<file path="src/design/axis_homing_consts.svh">
// Behaviour
// - method 27, clear start: reverse, stop per the stop setting when home sensor activates.
// - method 27, negative limit first: forward, find home falling edge, stop.
// - method 27, home active at start: forward until home falling edge, stop.
// - searching sensors, limits or index uses switch detection speed.
// - reverse edge search, and index methods after the pulse, use zero search speed, decelerating stop.
// - sensor detection stop is decelerating or immediate per acceleration setting.
// - methods 27 and 29: positive limit during homing raises error and aborts.
// - method 29, clear start: reverse, decelerate on home falling edge, stop.
// - method 29, negative limit first: forward until home rising edge, stop.
// - method 29, home active at start: reverse until home falling edge, stop.
// - method 28 unsupported; selecting it starts no run.
// - method 33: reverse, decelerating stop on index pulse.
// - method 34: forward, decelerating stop on index pulse.
// - index methods: on index switch to zero search speed, then stop.
// - methods 33 and 34: either limit during homing raises error and stops.
// - method 35: complete at once at present position, ignoring limits.
// - method 40: reverse at detection speed, complete while current above threshold.
// - method 41: complete once time above current threshold exceeds dwell time.
// - methods 42 and 43 mirror 40 and 41 with opposite start direction.
`ifndef AXIS_HOMING_CONSTS_SVH
`define AXIS_HOMING_CONSTS_SVH
`define HM_METHOD_27     8'h1B
`define HM_METHOD_28     8'h1C
`define HM_METHOD_29     8'h1D
`define HM_METHOD_33     8'h21
`define HM_METHOD_34     8'h22
`define HM_METHOD_35     8'h23
`define HM_METHOD_40     8'h28
`define HM_METHOD_41     8'h29
`define HM_METHOD_42     8'h2A
`define HM_METHOD_43     8'h2B
`define HM_SPEED_RESET   32'h0000_0000
`define HM_DWELL_RESET   32'h0000_0000
`define HM_SYNC_STAGES   2
`endif

</file>
<file path="src/design/axis_homing_pkg.sv">
package axis_homing_pkg;
    typedef enum logic [7:0] {
        ST_IDLE    = 8'h01,
        ST_SEEK    = 8'h02,
        ST_EXIT    = 8'h04,
        ST_ZERO    = 8'h08,
        ST_STOPPER = 8'h10,
        ST_DECEL   = 8'h20,
        ST_DONE    = 8'h40,
        ST_ERROR   = 8'h80
    } hm_state_t;
    typedef enum logic [1:0] {
        SPD_NONE   = 2'h0,
        SPD_SWITCH = 2'h1,
        SPD_ZERO   = 2'h2
    } hm_speed_sel_t;
endpackage

</file>
<file path="src/design/homing_input_sync.sv">
`timescale 1ns/100ps
`default_nettype none
`include "axis_homing_consts.svh"
module homing_input_sync (
    // clock and reset
    input  wire logic       mclk_in,
    input  wire logic       reset_in,
    // raw sensors: home, neg limit, pos limit, index
    input  wire logic [3:0] raw_in,
    // synchronised level and edges
    output logic      [3:0] level_out,
    output logic      [3:0] rise_out,
    output logic      [3:0] fall_out
);
    genvar i;
    generate
        for (i = 0; i < 4; i++) begin : g_ch
            logic meta_q;
            logic meta_d;
            logic sync_q;
            logic sync_d;
            logic prev_q;
            logic prev_d;
            always_comb begin
                meta_d = raw_in[i];
                sync_d = meta_q;
                prev_d = sync_q;
            end
            always_ff @(posedge mclk_in) begin
                if (reset_in) begin
                    meta_q <= 1'b0;
                    sync_q <= 1'b0;
                    prev_q <= 1'b0;
                end else begin
                    meta_q <= meta_d;
                    sync_q <= sync_d;
                    prev_q <= prev_d;
                end
            end
            assign level_out[i] = sync_q;
            assign rise_out[i]  = sync_q & ~prev_q;
            assign fall_out[i]  = ~sync_q & prev_q;
        end
    endgenerate
endmodule
`default_nettype wire

</file>
<file path="src/design/homing_dwell_timer.sv">
`timescale 1ns/100ps
`default_nettype none
module homing_dwell_timer (
    // clock and reset
    input  wire logic        mclk_in,
    input  wire logic        reset_in,
    // control
    input  wire logic        run_in,
    input  wire logic        above_in,
    input  wire logic [31:0] dwell_in,
    // result
    output logic             expired_out
);
    logic [31:0] count_q;
    logic [31:0] count_d;
    always_comb begin
        count_d = count_q;
        if (!run_in || !above_in) begin
            count_d = 32'h0000_0000;
        end else if (count_q != 32'hFFFF_FFFF) begin
            count_d = count_q + 32'h0000_0001;
        end
    end
    always_ff @(posedge mclk_in) begin
        if (reset_in) begin
            count_q <= 32'h0000_0000;
        end else begin
            count_q <= count_d;
        end
    end
    // strictly longer than the dwell setting
    assign expired_out = run_in && above_in && (count_q > dwell_in);
endmodule
`default_nettype wire

</file>
<file path="src/design/axis_homing_sequencer.sv">
`timescale 1ns/100ps
`default_nettype none
`include "axis_homing_consts.svh"
module axis_homing_sequencer
    import axis_homing_pkg::*;
(
    // clock and reset
    input  wire logic        mclk_in,
    input  wire logic        reset_in,
    // host configuration
    input  wire logic        start_in,
    input  wire logic [7:0]  method_in,
    input  wire logic [31:0] switch_speed_in,
    input  wire logic [31:0] zero_speed_in,
    input  wire logic        decel_stop_in,
    input  wire logic [15:0] current_thresh_in,
    input  wire logic [31:0] dwell_cycles_in,
    // field inputs
    input  wire logic        home_sensor_in,
    input  wire logic        neg_limit_sensor_in,
    input  wire logic        pos_limit_sensor_in,
    input  wire logic        index_pulse_in,
    input  wire logic [15:0] motor_current_in,
    // motion command and status
    output logic [31:0]      speed_cmd_out,
    output logic             dir_reverse_out,
    output logic             decel_stop_out,
    output logic             quick_stop_out,
    output logic             busy_out,
    output logic             complete_out,
    output logic             error_out
);
    logic [3:0] lvl;
    logic [3:0] rise;
    logic [3:0] fall;
    logic       dwell_expired;

    homing_input_sync u_sync (
        .mclk_in   (mclk_in),
        .reset_in  (reset_in),
        .raw_in    ({index_pulse_in, pos_limit_sensor_in, neg_limit_sensor_in, home_sensor_in}),
        .level_out (lvl),
        .rise_out  (rise),
        .fall_out  (fall)
    );

    logic home_l;
    logic nlim_l;
    logic plim_l;
    logic home_r;
    logic home_f;
    logic index_r;
    logic nlim_r;
    assign home_l  = lvl[0];
    assign nlim_l  = lvl[1];
    assign plim_l  = lvl[2];
    assign home_r  = rise[0];
    assign home_f  = fall[0];
    assign nlim_r  = rise[1];
    assign index_r = rise[3];

    hm_state_t     state_q;
    hm_state_t     state_d;
    logic [7:0]    method_q;
    logic [7:0]    method_d;
    hm_speed_sel_t spd_q;
    hm_speed_sel_t spd_d;
    logic          rev_q;
    logic          rev_d;
    logic          dstop_q;
    logic          dstop_d;
    logic          qstop_q;
    logic          qstop_d;
    logic          done_q;
    logic          done_d;
    logic          err_q;
    logic          err_d;
    logic          busy_q;
    logic          busy_d;
    logic          above;
    logic          stopper_run;

    assign above       = motor_current_in > current_thresh_in;
    assign stopper_run = (state_q == ST_STOPPER);

    homing_dwell_timer u_dwell (
        .mclk_in     (mclk_in),
        .reset_in    (reset_in),
        .run_in      (stopper_run),
        .above_in    (above),
        .dwell_in    (dwell_cycles_in),
        .expired_out (dwell_expired)
    );

    logic supported;
    always_comb begin
        case (method_in)
            `HM_METHOD_27, `HM_METHOD_29, `HM_METHOD_33, `HM_METHOD_34, `HM_METHOD_35,
            `HM_METHOD_40, `HM_METHOD_41, `HM_METHOD_42, `HM_METHOD_43: supported = 1'b1;
            default: supported = 1'b0;
        endcase
    end

    logic m27;
    logic m29;
    logic midx;
    logic mstop;
    assign m27   = (method_q == `HM_METHOD_27);
    assign m29   = (method_q == `HM_METHOD_29);
    assign midx  = (method_q == `HM_METHOD_33) || (method_q == `HM_METHOD_34);
    assign mstop = (method_q == `HM_METHOD_40) || (method_q == `HM_METHOD_41) ||
                   (method_q == `HM_METHOD_42) || (method_q == `HM_METHOD_43);

    // shared sensor stop: decelerate or stop at once per setting
    task automatic sensor_stop();
        dstop_d = decel_stop_in;
        qstop_d = ~decel_stop_in;
        spd_d   = SPD_NONE;
    endtask

    always_comb begin
        state_d  = state_q;
        method_d = method_q;
        spd_d    = spd_q;
        rev_d    = rev_q;
        dstop_d  = 1'b0;
        qstop_d  = 1'b0;
        done_d   = done_q;
        err_d    = err_q;
        case (state_q)
            ST_IDLE, ST_DONE, ST_ERROR: begin
                if (state_q != ST_IDLE) begin
                    state_d = ST_IDLE;
                end
                if (start_in && supported) begin
                    method_d = method_in;
                    done_d   = 1'b0;
                    err_d    = 1'b0;
                    spd_d    = SPD_SWITCH;
                    state_d  = ST_SEEK;
                    case (method_in)
                        `HM_METHOD_27: begin
                            rev_d = ~home_l;
                            if (home_l) begin
                                state_d = ST_EXIT;
                            end
                        end
                        `HM_METHOD_29: begin
                            rev_d = 1'b1;
                            if (home_l) begin
                                state_d = ST_ZERO;
                                spd_d   = SPD_ZERO;
                            end
                        end
                        `HM_METHOD_33: rev_d = 1'b1;
                        `HM_METHOD_34: rev_d = 1'b0;
                        `HM_METHOD_35: begin
                            state_d = ST_DONE;
                            spd_d   = SPD_NONE;
                            done_d  = 1'b1;
                        end
                        `HM_METHOD_40, `HM_METHOD_41: begin
                            rev_d   = 1'b1;
                            state_d = ST_STOPPER;
                        end
                        `HM_METHOD_42, `HM_METHOD_43: begin
                            rev_d   = 1'b0;
                            state_d = ST_STOPPER;
                        end
                        default: state_d = ST_IDLE;
                    endcase
                end
            end
            ST_SEEK: begin
                if (m27) begin
                    if (home_r) begin
                        sensor_stop();
                        state_d = ST_DECEL;
                    end else if (nlim_r || nlim_l) begin
                        sensor_stop();
                        rev_d   = 1'b0;
                        spd_d   = SPD_SWITCH;
                        state_d = ST_EXIT;
                    end
                end else if (m29) begin
                    if (home_f) begin
                        sensor_stop();
                        state_d = ST_DECEL;
                    end else if (home_r) begin
                        spd_d   = SPD_ZERO;
                        state_d = ST_ZERO;
                    end else if (nlim_r || nlim_l) begin
                        sensor_stop();
                        rev_d   = 1'b0;
                        spd_d   = SPD_SWITCH;
                        state_d = ST_EXIT;
                    end
                end else if (midx && index_r) begin
                    spd_d   = SPD_ZERO;
                    state_d = ST_ZERO;
                end
            end
            ST_EXIT: begin
                // forward exit: 27 leaves on falling edge, 29 stops on rising edge
                if ((m27 && home_f) || (m29 && home_r)) begin
                    sensor_stop();
                    state_d = ST_DECEL;
                end
            end
            ST_ZERO: begin
                // 29 reverse to falling edge; index methods decelerate right away
                if (midx || home_f) begin
                    dstop_d = 1'b1;
                    spd_d   = SPD_NONE;
                    state_d = ST_DECEL;
                end
            end
            ST_STOPPER: begin
                if ((method_q == `HM_METHOD_40 || method_q == `HM_METHOD_42) && above) begin
                    spd_d   = SPD_NONE;
                    state_d = ST_DECEL;
                end else if (dwell_expired) begin
                    spd_d   = SPD_NONE;
                    state_d = ST_DECEL;
                end
            end
            ST_DECEL: begin
                spd_d   = SPD_NONE;
                done_d  = 1'b1;
                state_d = ST_DONE;
            end
            default: state_d = ST_IDLE;
        endcase
        // limit faults override, only while a motion run is active
        if (state_q == ST_SEEK || state_q == ST_EXIT || state_q == ST_ZERO || state_q == ST_DECEL) begin
            if (((m27 || m29) && plim_l) || (midx && (plim_l || nlim_l))) begin
                state_d = ST_ERROR;
                spd_d   = SPD_NONE;
                dstop_d = 1'b0;
                qstop_d = 1'b1;
                done_d  = 1'b0;
                err_d   = 1'b1;
            end
        end
        // registered so the port comes from a flop, same timing as the state
        busy_d = (state_d != ST_IDLE) && (state_d != ST_DONE) && (state_d != ST_ERROR);
    end

    always_ff @(posedge mclk_in) begin
        if (reset_in) begin
            state_q  <= ST_IDLE;
            method_q <= 8'h00;
            spd_q    <= SPD_NONE;
            rev_q    <= 1'b0;
            dstop_q  <= 1'b0;
            qstop_q  <= 1'b0;
            done_q   <= 1'b0;
            err_q    <= 1'b0;
            busy_q   <= 1'b0;
        end else begin
            state_q  <= state_d;
            method_q <= method_d;
            spd_q    <= spd_d;
            rev_q    <= rev_d;
            dstop_q  <= dstop_d;
            qstop_q  <= qstop_d;
            done_q   <= done_d;
            err_q    <= err_d;
            busy_q   <= busy_d;
        end
    end

    // speed register: next selection resolved to the host value, so it changes with the selection flop
    logic [31:0] speed_d;
    logic [31:0] speed_q;
    always_comb begin
        case (spd_d)
            SPD_SWITCH: speed_d = switch_speed_in;
            SPD_ZERO:   speed_d = zero_speed_in;
            default:    speed_d = `HM_SPEED_RESET;
        endcase
    end
    always_ff @(posedge mclk_in) begin
        if (reset_in) begin
            speed_q <= `HM_SPEED_RESET;
        end else begin
            speed_q <= speed_d;
        end
    end

    assign speed_cmd_out   = speed_q;
    assign dir_reverse_out = rev_q;
    assign decel_stop_out  = dstop_q;
    assign quick_stop_out  = qstop_q;
    assign busy_out        = busy_q;
    assign complete_out    = done_q;
    assign error_out       = err_q;
endmodule
`default_nettype wire

</file>
<file path="config.mk">
export PLATFORM = sky130hd
export DESIGN_NAME = axis_homing_sequencer
export DESIGN_NICKNAME = d
export VERILOG_FILES = /design/src/design/axis_homing_pkg.sv /design/src/design/homing_input_sync.sv /design/src/design/homing_dwell_timer.sv /design/src/design/axis_homing_sequencer.sv
export VERILOG_INCLUDE_DIRS = /design/src /design/src/design
export SDC_FILE = /design/constraint.sdc
export NUM_CORES = 1
export LEC_CHECK = 0
export ABC_AREA = 1
export CAP_MARGIN = 10
export CORE_ASPECT_RATIO = 1.5
export CORE_MARGIN = 2
export CORE_UTILIZATION = 47
export DETAILED_ROUTE_END_ITERATION = 10
export DONT_BUFFER_PORTS = 1
export PLACE_DENSITY = 0.64
export SLEW_MARGIN = 20
export SYNTH_ARGS = -nofsm -noshare
export SYNTH_HDL_FRONTEND = slang
export SYNTH_SLANG_ARGS = --single-unit
</file>
<file path="constraint.sdc">
create_clock -name mclk_in -period 3.6 [get_ports mclk_in]
set_input_delay 0.54 -clock mclk_in [delete_from_list [all_inputs] [get_ports mclk_in]]
set_output_delay 0.54 -clock mclk_in [all_outputs]
set_load 0.05 [all_outputs]
</file>
==> tab_implementation.tex, run 1 <==
\begin{tabular}{lr}
\hline
Metric & Value \\
\hline
\multicolumn{2}{l}{\textbf{Finish}} \\
Antenna diodes & 0 \\
Growth of design area from synthesis to finish & 7.848\% \\
Post-route cell area & 6396 µm² \\
Total number of nets in the final design & 1049 \\
Fraction of final layout cells with drive strength greater than 1 & 0.07916 \\
Utilization of the core after routing & 0.5164 \\
\multicolumn{2}{l}{\textbf{Critical path}} \\
Logic depth of the worst path, buffers included & 14 \\
Path depth of the worst reg2reg path & 14 \\
Launching element type of the critical path & flip-flop \\
Worst Path Max Fanout & 32 \\
Top cell by count, worst path & nand2\_2 \\
Category of the critical setup timing path & reg -> reg \\
Ordered cell list for the critical path & nor2\_2 > nand2\_2 > nor4\_1 > nor2\_1 > nand3\_2 > nand2\_2 > nand2\_2 > inv\_2 > nand2\_1 > nand2\_2 > inv\_2 > ha\_1 > or2\_2 > a21oi\_1 \\
Cell family with the largest share of critical-path delay & simple AND/OR/NAND/NOR gates \\
Worst Path Arrival & about 3.4 ns \\
Startpoint of the lowest-slack register-to-register path & state\_q[5] \\
Longest individual stage delay on the worst path & 0.53 ns \\
Required time at the worst-slack endpoint & slightly below 4 ns \\
Worst Setup End Kind & flip-flop \\
Number of buffer and inverter instances along the worst setup path & 2 \\
Setup slack, reg-to-reg & 0.46 ns \\
Max stage delay cell, worst path & or2\_2 \\
R2r endpoint & speed\_cmd\_out[10] \\
\multicolumn{2}{l}{\textbf{Clock tree}} \\
Sink count of the clock tree & 98 \\
CTS tree & built \\
Latest clock arrival within the worst-skew pair & between 0.3 and 0.4 ns \\
CTS HTree Levels & 3 \\
Maximum buffer depth of the clock tree & 2 \\
Clock transition at the registers of the reported paths & 0.08 ns \\
Post-CTS setup repair buffer count & 0 \\
Number of buffers created by CTS & 9 \\
Cts-stage hold buffer count & 0 \\
Clock root buffer & clkbuf\_16 \\
Resized Gates After CTS & 0 \\
\multicolumn{2}{l}{\textbf{Die}} \\
Top-Level Pins & 182 \\
Core Rows & 50 \\
Width of the die & 95.72 µm \\
Core area & 12390 µm² \\
Effective utilization at floorplan & 0.4788 \\
Die area & around 14000 µm² \\
Die height & 141.6 µm \\
\multicolumn{2}{l}{\textbf{Timing}} \\
Max-slew headroom at the worst pin & 0.5803 \\
Fin Setup TNS & 0 ns \\
WHS & 0.2555 ns \\
Worst setup skew after layout & 0.01129 ns \\
Slew of the pin with the lowest slew margin & 0.6239 ns \\
Fin crit share & 0.8726 \\
Count of final hold-check violations & 0 \\
RSZ-0062 raised after global routing & false \\
Slew Limit Fails & 0 \\
Top achievable clock speed & 318.3 MHz \\
Tmin final & 3.141 ns \\
Setup violation total in the final timing report & 0 \\
\multicolumn{2}{l}{\textbf{Power and ir drop}} \\
IR drop worst, VDD & 0.0002688 V \\
Leakage component of the power & 0.002751 µW \\
Flop pwr share & 0.487 \\
Clock network fraction of design power & 0.451 \\
Int Pwr & $\sim$1700 µW \\
Net switching power & between 500 and 600 µW \\
Comb pwr share & 0.062 \\
Total power consumption of the routed design & between 2000 and 2500 µW \\
Switching power share of the total & 0.2429 \\
P per Cell Area & 354.3 nW/µm² \\
\multicolumn{2}{l}{\textbf{Detailed routing}} \\
Vias per inst & 5.430 \\
First drt pass iteration count & 5 \\
Via count & 5511 \\
Drt initial violations & between 200 and 250 \\
Post-Route WL & 15640 µm \\
Final antenna-violating net count & 0 \\
Per-cell routed wire length & around 15 µm \\
DRC violations left & 0 \\
\multicolumn{2}{l}{\textbf{Synthesis}} \\
Post-Synthesis Cell Area & around 5900 µm² \\
Library cells used by synthesis & 43 \\
Largest area contributor in the netlist & dfxtp\_1 \\
Cells after synthesis & 858 \\
Post-synth top area share & 0.3308 \\
Total nets after synthesis & 1053 \\
Mean Syn Cell Area & just under 7 µm² \\
Most used flip-flop cell after synthesis & dfxtp\_1 \\
Async set-reset flop share out of synthesis & 0 \\
EDFF count, synth & 0 \\
Top cells by area in the synthesized netlist & dfxtp\_1 33\%, nand2\_1 12\%, ha\_1 11\%, inv\_1 8.5\%, a21oi\_1 7.3\% \\
Number of warning messages in the yosys log & 0 \\
Share of synthesized area occupied by flip-flops and latches & 0.3308 \\
Number of register bits inferred by synthesis & 98 \\
\multicolumn{2}{l}{\textbf{Global routing}} \\
Global-route wire length before repair & 24630 µm \\
Maximum number of pins on one net before global-route repair & 33 \\
Via count of the first global-routing pass & 5310 \\
Congestion Overflow GR & 0 \\
Initial antenna violation count & 0 \\
Tot GR Track Use & 0.2313 \\
\multicolumn{2}{l}{\textbf{Min path}} \\
Hold path depth & 1 \\
Start point of the worst min-delay path & reset\_in \\
Hold Crit Class & in -> reg \\
Endpoint, Worst Hold & u\_sync.g\_ch[3].prev\_q \\
\multicolumn{2}{l}{\textbf{Outcome}} \\
Result of the run & finished, final reports clean \\
\multicolumn{2}{l}{\textbf{Flow run}} \\
Count of maximum capacitance violations & 0 \\
\multicolumn{2}{l}{\textbf{Place}} \\
Last weighted congestion value of the routability-driven placer & 0.9185 \\
Final HPWL from detailed placement & 12600 µm \\
Input/output buffers & 0 \\
Area after DPL & 6073 µm² \\
\hline
\end{tabular}
power groups by stage:
stage	sequential [µW]	clock, µW	combinational, µW
detailed placement	1130	0	140
floorplan	1130	0	115
finish	1100	1020	140
global route	1100	1090	165
CTS	1100	1040	141
global placement	1130	0	133
cell type report:
type	instances	area (µm²)
sequential	98	1962
inverter	142	533.0
tap	156	195.2
multi-input combinational	599	3353
fill	1259	5991
timing repair buffer	4	30.03
clock buffer	10	239.0
clock inverter	6	83.83
cells in the mapped netlist (5+ instances only):
cell      count
nand2_1     187
inv_1       134
dfxtp_1      98
a21oi_1      87
nor2_1       81
ha_1         51
o21ai_0      36
nand3_1      30
nand4_1      20
nor3_1       15
clkbuf_1     14
nor2_2        9
inv_2         8
nand2_2       8
nor4_1        8
a211oi_1      6
a31oi_1       5
nor2_4        5
o21a_1        5
o21ai_1       5
worst max path at each step:
stage                          from                 to  slack [ns]
2_1_floorplan  current_thresh_in[1]  speed_cmd_out[10]        0.68
3_3_place_gp   current_thresh_in[1]   speed_cmd_out[3]        0.48
3_5_place_dp   current_thresh_in[1]  speed_cmd_out[10]        0.33
4_1_cts                  state_q[5]  speed_cmd_out[10]        0.44
5_1_grt                  state_q[5]  speed_cmd_out[10]        0.16
6_report                 state_q[5]  speed_cmd_out[10]        0.46
worst register-to-register path, delay by kind of cell, from the launching register on:
family | cells | cell delay [ns]
adders and majority gates | 1 | 0.21
buffers and inverters | 2 | 0.12
DFF | 1 | 0.40
AOI/OAI and AO/OA | 1 | 0.26
and+or+nand+nor | 10 | 2.08
metrics by stage:
step	instances	worst slack, ns
floorplan	858	0.6836
global placement	999	0.4841
detailed placement	999	0.3307
CTS	1015	0.4380
global route	1015	0.1613
finish	1015	0.4588
flip-flops by register name, indices dropped and copies added, names as in the netlist:
signal	cells
complete_out	1
quick_stop_out	1
u_sync.g_ch.prev_d	4
u_sync.g_ch.prev_q	2
decel_stop_out	1
speed_cmd_out	32
error_out	1
dir_reverse_out	1
method_q	8
state_q	8
u_sync.g_ch.meta_q	4
spd_q	2
u_dwell.count_q	32
busy_out	1
logic make-up after synthesis:
group / share of synthesized area
compound gates: 0.1500
fa+ha+maj: 0.1076
buf+inv: 0.1038
xor+xnor: 0.01034
simple gates: 0.2975
flops: 0.3308
cells in the final DEF, fill, tap and decap left out, types with 9 or more instances in the layout:
cell,count
nand2_1,187
inv_1,134
dfxtp_1,98
a21oi_1,87
nor2_1,81
ha_1,51
o21ai_0,36
nand3_1,30
nand4_1,20
nor3_1,15
nor2_2,9
clkbuf_16,9
per-layer routing:
layer / GRT usage / share of wire / vias to the layer above / wire, µm
li1: - / - / 2791 / -
met1: 0.2477 / 0.38 / 2548 / 5911
met2: 0.4339 / 0.56 / 140 / 8694
met3: 0.04727 / 0.037 / 32 / 585
met4: 0.08496 / 0.028 / 0 / 444
met5: 0 / 0 / - / 0
No activity file was read; power rests on OpenSTA's default activity.
==> run 2: changes to the inputs <==
--- a/config.mk
+++ b/config.mk
@@ -8,12 +8,14 @@
 export LEC_CHECK = 0
 export ABC_AREA = 1
 export CAP_MARGIN = 10
+export CELL_PAD_IN_SITES_DETAIL_PLACEMENT = 2
+export CELL_PAD_IN_SITES_GLOBAL_PLACEMENT = 2
 export CORE_ASPECT_RATIO = 1.5
 export CORE_MARGIN = 2
-export CORE_UTILIZATION = 47
+export CORE_UTILIZATION = 34
 export DETAILED_ROUTE_END_ITERATION = 10
 export DONT_BUFFER_PORTS = 1
-export PLACE_DENSITY = 0.64
+export PLACE_DENSITY = 0.82
 export SLEW_MARGIN = 20
 export SYNTH_ARGS = -nofsm -noshare
 export SYNTH_HDL_FRONTEND = slang
==> tab_implementation.tex, run 2 (synthesis results as in run 1) <==
\begin{tabular}{lr}
\hline
Metric & Value \\
\hline
\multicolumn{2}{l}{\textbf{Outcome}} \\
Result of the run & finished, final reports clean \\
\multicolumn{2}{l}{\textbf{Timing}} \\
Max-slew headroom at the worst pin & 0.5815 (+0.001189) \\
RSZ-0062 raised after global routing & false \\
Fin crit share & 0.8647 (-0.007820) \\
Setup violation total in the final timing report & 0 (unchanged) \\
Top achievable clock speed & 321.2 MHz (+0.90\%) \\
Slew Limit Fails & 0 (unchanged) \\
Worst setup skew after layout & 0.01168 ns (+0.0003895 ns) \\
Count of final hold-check violations & 0 (unchanged) \\
Final worst-path setup slack & 0.4869 ns (+0.02815 ns) \\
Tmin final & 3.113 ns (-0.02815 ns) \\
Fin Setup TNS & 0 ns (unchanged) \\
Slew of the pin with the lowest slew margin & 0.6278 ns (+0.003969 ns) \\
\multicolumn{2}{l}{\textbf{Clock tree}} \\
Clock root buffer & clkbuf\_16 \\
Sink count of the clock tree & 98 (unchanged) \\
Clock transition at the registers of the reported paths & 0.08 ns (about the same) \\
Latest clock arrival within the worst-skew pair & 0.36 ns (about the same) \\
Resized Gates After CTS & 0 (unchanged) \\
Number of buffers created by CTS & 9 (unchanged) \\
Cts-stage hold buffer count & 0 (unchanged) \\
CTS HTree Levels & 3 (unchanged) \\
Post-CTS setup repair buffer count & 0 (unchanged) \\
CTS tree & built \\
Maximum buffer depth of the clock tree & 2 (unchanged) \\
\multicolumn{2}{l}{\textbf{Global routing}} \\
Congestion Overflow GR & 0 (unchanged) \\
Maximum number of pins on one net before global-route repair & 33 (unchanged) \\
Via count of the first global-routing pass & 6294 (+19\%) \\
Tot GR Track Use & 0.2090 (-0.02229) \\
Initial antenna violation count & 0 (unchanged) \\
Global-route wire length before repair & 31150 µm (+26\%) \\
\multicolumn{2}{l}{\textbf{Die}} \\
Core area & 17200 µm² (+39\%) \\
Effective utilization at floorplan & 0.3448 (-0.1340) \\
Top-Level Pins & 182 (unchanged) \\
Width of the die & 111.8 µm (+17\%) \\
Die height & 165.8 µm (+17\%) \\
Core Rows & 59 (+18\%) \\
Die area & 18540 µm² (+37\%) \\
\multicolumn{2}{l}{\textbf{Critical path}} \\
Top cell by count, worst path & nand2\_1 \\
Worst Path Max Fanout & 32 (unchanged) \\
Ordered cell list for the critical path & inv\_1 > nor3\_1 > nand2\_1 > nand2\_1 > o21ai\_1 > o21ai\_0 > nand2\_1 > nand2\_1 > nand2\_1 > nand2\_2 > inv\_2 > ha\_1 > or2\_2 > a21oi\_1 \\
Launching element type of the critical path & flip-flop \\
Worst Path Arrival & 3.39 ns (-0.02 ns) \\
Path depth of the worst reg2reg path & 14 (unchanged) \\
Required time at the worst-slack endpoint & 3.88 ns (+0.02 ns) \\
Max stage delay cell, worst path & or2\_2 \\
Category of the critical setup timing path & reg -> reg \\
Longest individual stage delay on the worst path & 0.54 ns (about the same) \\
Worst Setup End Kind & flip-flop \\
\multicolumn{2}{l}{\textbf{Place}} \\
Pre-CTS setup slack & 0.3002 ns (-0.03044 ns) \\
Area after DPL & 6160 µm² (+1.4\%) \\
Placed cells & 1058 (+5.9\%) \\
Last weighted congestion value of the routability-driven placer & 0.8043 (-12\%) \\
Final HPWL from detailed placement & 15330 µm (+22\%) \\
Input/output buffers & 0 (unchanged) \\
\multicolumn{2}{l}{\textbf{Finish}} \\
Total number of nets in the final design & 1051 (+0.19\%) \\
Antenna diodes & 0 (unchanged) \\
Commonest non-fill, non-tap cell in the layout & nand2\_1 \\
Commonest non-fill, non-tap cells in the layout & 187 x nand2\_1, 134 x inv\_1, 98 x dfxtp\_1 \\
Non-filler instance count after layout & 1074 (+5.8\%) \\
Fraction of final layout cells with drive strength greater than 1 & 0.08130 (+0.002139) \\
Utilization of the core after routing & 0.3767 (-0.1397) \\
Final-layout fill cell count & 2119 (+68\%) \\
Post-route cell area & 6479 µm² (+1.3\%) \\
Growth of design area from synthesis to finish & 9.240\% \\
\multicolumn{2}{l}{\textbf{Detailed routing}} \\
Detailed-routing wirelength on met1 & 6880 µm (+16\%) \\
DRC violations left & 0 (unchanged) \\
Per-cell routed wire length & 17.59 µm (+14\%) \\
First drt pass iteration count & 6 (+1) \\
Met2 Routed Length & 11050 µm (+27\%) \\
Via count & 5705 (+3.5\%) \\
Met3 wirelength from detailed routing & 450 µm (-23\%) \\
Post-Route WL & 18890 µm (+21\%) \\
Drt initial violations & 101 (-58\%) \\
Highest metal layer used by the detailed router & met4 \\
Vias per inst & 5.312 (-2.2\%) \\
Final antenna-violating net count & 0 (unchanged) \\
\multicolumn{2}{l}{\textbf{Power and ir drop}} \\
IR drop worst, VDD & 0.0002498 V (-7.1\%) \\
Leakage component of the power & 0.002757 µW (+0.21\%) \\
Clock network fraction of design power & 0.455 (+0.004) \\
Net switching power & 589.2 µW (+7.1\%) \\
Flop pwr share & 0.482 (-0.005) \\
Int Pwr & 1701 µW (-0.86\%) \\
Comb pwr share & 0.063 (about the same) \\
P per Cell Area & 353.5 nW/µm² (-0.23\%) \\
Switching power share of the total & 0.2573 (+0.01442) \\
\multicolumn{2}{l}{\textbf{Min path}} \\
Hold Crit Class & in -> reg \\
Hold path depth & 1 (unchanged) \\
\multicolumn{2}{l}{\textbf{Flow run}} \\
Count of maximum capacitance violations & 0 (unchanged) \\
\hline
\end{tabular}
[run 2: final timing paths]
path | from | to | slack, ns
worst max-delay path | method_q[0] | speed_cmd_out[30] | 0.49
worst max register to register | method_q[0] | speed_cmd_out[30] | 0.49
worst min register to register | u_sync.g_ch[2].meta_q | u_sync.g_ch[2].prev_d | 0.41
worst min-delay path | reset_in | spd_q[0] | 0.25
[run 2: final cells by class]
class | instances | area, µm² | share of cell area
clock buffers | 9 | 225.2 | 0.03476
clock inverters | 7 | 93.84 | 0.01448
inverters | 142 | 533.0 | 0.08227
multi-input cells | 599 | 3353 | 0.5176
flip-flops and latches | 98 | 1962 | 0.3028
well taps | 213 | 266.5 | 0.04114
repair buffers | 6 | 45.04 | 0.006952
[run 2: per-stage QoR]
step | power (µW) | hold slack [ns]
after floorplan | 1242 | 0.3883
after global placement | 1271 | 0.3928
after detailed placement | 1278 | 0.4007
after CTS | 2325 | 0.2402
after global routing | 2387 | 0.2376
final | 2290 | 0.2534
[run 2: power groups by stage]
stage	clock network [µW]	logic (µW)	registers, µW
3_3_place_gp	0	141	1130
3_5_place_dp	0	148	1130
6_report	1040	144	1100
5_1_grt	1110	172	1100
4_1_cts	1070	149	1100
2_1_floorplan	0	115	1130
[run 2: metal layers]
metal	global-route usage	vias to the layer above
met4	0.07085	0
met2	0.4216	94
met1	0.2113	2779
met3	0.03358	38
met5	0	-
li1	-	2794
[run 2: critical path: cells and delay by family, from the launching register on]
family	cells	cell delay, ns
AND/OR/NAND/NOR	8	1.58
adder cells (fa/ha/maj)	1	0.27
flip-flops	1	0.40
AO/OA/AOI/OAI	3	0.64
buffers and inverters	2	0.11
==> run 3: changes to the inputs <==
--- a/config.mk
+++ b/config.mk
@@ -6,17 +6,16 @@
 export SDC_FILE = /design/constraint.sdc
 export NUM_CORES = 1
 export LEC_CHECK = 0
-export ABC_AREA = 1
+export ABC_AREA = 0
 export CAP_MARGIN = 10
 export CELL_PAD_IN_SITES_DETAIL_PLACEMENT = 2
 export CELL_PAD_IN_SITES_GLOBAL_PLACEMENT = 2
 export CORE_ASPECT_RATIO = 1.5
 export CORE_MARGIN = 2
-export CORE_UTILIZATION = 34
+export CORE_UTILIZATION = 36
 export DETAILED_ROUTE_END_ITERATION = 10
 export DONT_BUFFER_PORTS = 1
-export PLACE_DENSITY = 0.82
-export SLEW_MARGIN = 20
+export PLACE_DENSITY = 0.81
 export SYNTH_ARGS = -nofsm -noshare
 export SYNTH_HDL_FRONTEND = slang
 export SYNTH_SLANG_ARGS = --single-unit
==> tab_implementation.tex, run 3 <==
\begin{tabular}{lr}
\hline
Metric & Value \\
\hline
\multicolumn{2}{l}{\textbf{Timing}} \\
Top achievable clock speed & 301.2 MHz (-6.2\%) \\
Slew of the pin with the lowest slew margin & 0.6739 ns (+0.04604 ns) \\
WHS & 0.2424 ns (-0.01097 ns) \\
Tmin final & 3.320 ns (+0.2074 ns) \\
Count of final hold-check violations & 0 (unchanged) \\
Final worst-path setup slack & 0.2795 ns (-0.2074 ns) \\
RSZ-0062 raised after global routing & false \\
Max-slew headroom at the worst pin & 0.5470 (-0.03443) \\
Slew Limit Fails & 0 (unchanged) \\
Fin crit share & 0.9224 (+0.05762) \\
Setup violation total in the final timing report & 0 (unchanged) \\
Worst setup skew after layout & 0.01169 ns (+0.000008400 ns) \\
\multicolumn{2}{l}{\textbf{Synthesis}} \\
Largest area contributor in the netlist & dfxtp\_1 \\
Most used flip-flop cell after synthesis & dfxtp\_1 \\
Library cells used by synthesis & 68 (+58\%) \\
Total nets after synthesis & 883 (-16\%) \\
Async set-reset flop share out of synthesis & 0 (unchanged) \\
Number of register bits inferred by synthesis & 98 (unchanged) \\
Commonest cells post-synth & 98 x dfxtp\_1, 86 x nor2\_1, 56 x inv\_1, 51 x ha\_1, 38 x nand2\_1 \\
Mean Syn Cell Area & 8.311 µm² (+20\%) \\
Post-synth top area share & 0.3431 (+0.01231) \\
Share of synthesized area occupied by flip-flops and latches & 0.3431 (+0.01231) \\
Cells after synthesis & 688 (-20\%) \\
EDFF count, synth & 0 (unchanged) \\
Top cells by area in the synthesized netlist & dfxtp\_1 34\%, ha\_1 11\%, nor2\_1 5.6\%, a22oi\_1 4.5\%, inv\_1 3.7\% \\
Post-Synthesis Cell Area & 5718 µm² (-3.6\%) \\
Number of warning messages in the yosys log & 0 (unchanged) \\
Most used standard cell by instance count after synthesis & dfxtp\_1 \\
\multicolumn{2}{l}{\textbf{Global routing}} \\
Via count of the first global-routing pass & 5583 (-11\%) \\
Initial antenna violation count & 0 (unchanged) \\
Tot GR Track Use & 0.2114 (+0.002402) \\
Maximum number of pins on one net before global-route repair & 33 (unchanged) \\
Congestion Overflow GR & 0 (unchanged) \\
Global-route wire length before repair & 28100 µm (-9.8\%) \\
\multicolumn{2}{l}{\textbf{Clock tree}} \\
CTS tree & built \\
Sink count of the clock tree & 98 (unchanged) \\
Latest clock arrival within the worst-skew pair & 0.36 ns (about the same) \\
Number of buffers created by CTS & 9 (unchanged) \\
Clock transition at the registers of the reported paths & 0.08 ns (about the same) \\
Cts-stage hold buffer count & 0 (unchanged) \\
Maximum buffer depth of the clock tree & 2 (unchanged) \\
Clock root buffer & clkbuf\_16 \\
CTS HTree Levels & 3 (unchanged) \\
\multicolumn{2}{l}{\textbf{Critical path}} \\
Ordered cell list for the critical path & ha\_1 > a21oi\_1 > o21ai\_1 > a221oi\_1 > buf\_4 > nand4b\_1 > a21oi\_1 > buf\_4 > o2bb2ai\_2 > o21a\_1 > ha\_1 > or2\_2 > buf\_12 > nor2\_1 \\
Cell family with the largest share of critical-path delay & compound AO/OA/AOI/OAI gates \\
Category of the critical setup timing path & reg -> reg \\
Launching element type of the critical path & flip-flop \\
Max stage delay cell, worst path & dfxtp\_1 \\
Longest individual stage delay on the worst path & 0.42 ns (-0.12 ns) \\
Required time at the worst-slack endpoint & 3.89 ns (about the same) \\
Worst Path Arrival & 3.61 ns (+0.22 ns) \\
Worst Path Max Fanout & 32 (unchanged) \\
Worst Setup End Kind & flip-flop \\
Number of buffer and inverter instances along the worst setup path & 3 (+1) \\
\multicolumn{2}{l}{\textbf{Flow run}} \\
Count of maximum capacitance violations & 0 (unchanged) \\
\multicolumn{2}{l}{\textbf{Power and ir drop}} \\
P per Cell Area & 350.0 nW/µm² (-0.97\%) \\
Switching power share of the total & 0.2573 (about the same) \\
Clock network fraction of design power & 0.449 (-0.006) \\
Flop pwr share & 0.497 (+0.015) \\
Leakage component of the power & 0.002382 µW (-14\%) \\
Int Pwr & 1633 µW (-4.0\%) \\
IR drop worst, VDD & 0.0002045 V (-18\%) \\
Net switching power & 565.8 µW (-4.0\%) \\
Comb pwr share & 0.054 (-0.009) \\
\multicolumn{2}{l}{\textbf{Outcome}} \\
Result of the run & finished, final reports clean \\
\multicolumn{2}{l}{\textbf{Finish}} \\
Total number of nets in the final design & 877 (-17\%) \\
Post-route cell area & 6282 µm² (-3.0\%) \\
Commonest non-fill, non-tap cell in the layout & dfxtp\_1 \\
Antenna diodes & 0 (unchanged) \\
Commonest non-fill, non-tap cells in the layout & 98 x dfxtp\_1, 86 x nor2\_1, 56 x inv\_1 \\
Fraction of final layout cells with drive strength greater than 1 & 0.06405 (-0.01725) \\
Growth of design area from synthesis to finish & 9.869\% \\
Utilization of the core after routing & 0.4021 (+0.02540) \\
\multicolumn{2}{l}{\textbf{Min path}} \\
Hold Crit Class & in -> reg \\
\multicolumn{2}{l}{\textbf{Place}} \\
Final HPWL from detailed placement & 14310 µm (-6.7\%) \\
Input/output buffers & 0 (unchanged) \\
Last weighted congestion value of the routability-driven placer & 0.8833 (+9.8\%) \\
Area after DPL & 5969 µm² (-3.1\%) \\
Pre-CTS setup slack & -0.08125 ns (-0.3815 ns) \\
\multicolumn{2}{l}{\textbf{Die}} \\
Die area & 16930 µm² (-8.7\%) \\
Core area & 15630 µm² (-9.2\%) \\
Core Rows & 56 (-5.1\%) \\
Die height & 158.4 µm (-4.5\%) \\
Width of the die & 106.9 µm (-4.4\%) \\
Top-Level Pins & 182 (unchanged) \\
Effective utilization at floorplan & 0.3660 (+0.02115) \\
\multicolumn{2}{l}{\textbf{Detailed routing}} \\
Vias per inst & 5.698 (+7.3\%) \\
Final antenna-violating net count & 0 (unchanged) \\
DRC violations left & 0 (unchanged) \\
Via count & 5071 (-11\%) \\
Post-Route WL & 17880 µm (-5.4\%) \\
Drt initial violations & 202 (+100\%) \\
First drt pass iteration count & 4 (-2) \\
Per-cell routed wire length & 20.09 µm (+14\%) \\
\hline
\end{tabular}
run 3: cell types whose count changed in the layout (fill, tap and decap cells not counted), moves of 8 or more:
cell      before  now
nor2b_1        0   22
a21oi_1       87   35
o21ai_0       36   11
inv_2          8    0
inv_1        134   56
nand3_1       30   22
nor2_2         9    1
nand2b_1       0   11
mux2i_1        0    9
and3_1         0    9
nand2_2        8    0
xor2_1         3   23
nand2_1      187   38
a22oi_1        1   34
run 3: kinds of logic (layout without fill, tap and decap cells):
kind of cell	after synthesis	count (layout)	share of synthesized area
buf+inv	84	83	0.05755
compound gates	137	137	0.1628
simple gates	274	274	0.2551
xor+xnor	34	34	0.05208
mux	10	10	0.01772
fa+ha+maj	51	51	0.1116
flops	98	98	0.3431
run 3: repair_timing:
item                                    CTS  global route
resized for setup                         0             1
endpoints found under the hold margin     0             0
endpoints found under the setup margin    0            31
setup buffers                             0             0
run 3: layout make-up:
class                   count  area [µm²]
fillers                  1781        9343
multi-input cells         506        3433
flip-flops and latches     98        1962
well taps                 203       254.0
clock buffers               9       225.2
inverters                  57       214.0
repair buffers             10       112.6
clock inverters             7       81.33
run 3: through the flow:
stage                     instances  setup TNS [ns]  total power [µW]
after global routing            890               0              2291
after CTS                       890               0              2229
after detailed placement        874          -1.314              1238
final                           890               0              2199
after global placement          874         -0.9400              1224
after floorplan                 688               0              1213
run 3: metal layers:
layer,part of all wire,GRT usage
met1,0.36,0.2048
met2,0.59,0.4340
met3,0.028,0.03602
met4,0.022,0.08101
met5,0,0
run 3: power groups by stage:
stage	combinational, µW	sequential [µW]	clock, µW
2_1_floorplan	96.5	1120	0
3_3_place_gp	105	1120	0
3_5_place_dp	119	1120	0
6_report	118	1090	987
4_1_cts	120	1090	1010
5_1_grt	135	1090	1060
run 3: worst register-to-register path, delay by kind of cell, from the launching register on:
family	cells	cell delay, ns
AND/OR/NAND/NOR	3	0.65
flip-flops	1	0.42
buffers and inverters	3	0.52
AO/OA/AOI/OAI	6	1.11
adder cells (fa/ha/maj)	2	0.56
run 3: final timing paths:
path	start	to	slack, ns	cells past startpoint
worst min-delay path	reset_in	u_sync.g_ch[3].prev_d	0.24	1
worst max-delay path	u_dwell.count_q[25]	speed_cmd_out[27]	0.28	14
worst max register to register	u_dwell.count_q[25]	speed_cmd_out[27]	0.28	14
worst min register to register	u_sync.g_ch[3].meta_q	u_sync.g_ch[3].prev_d	0.44	1
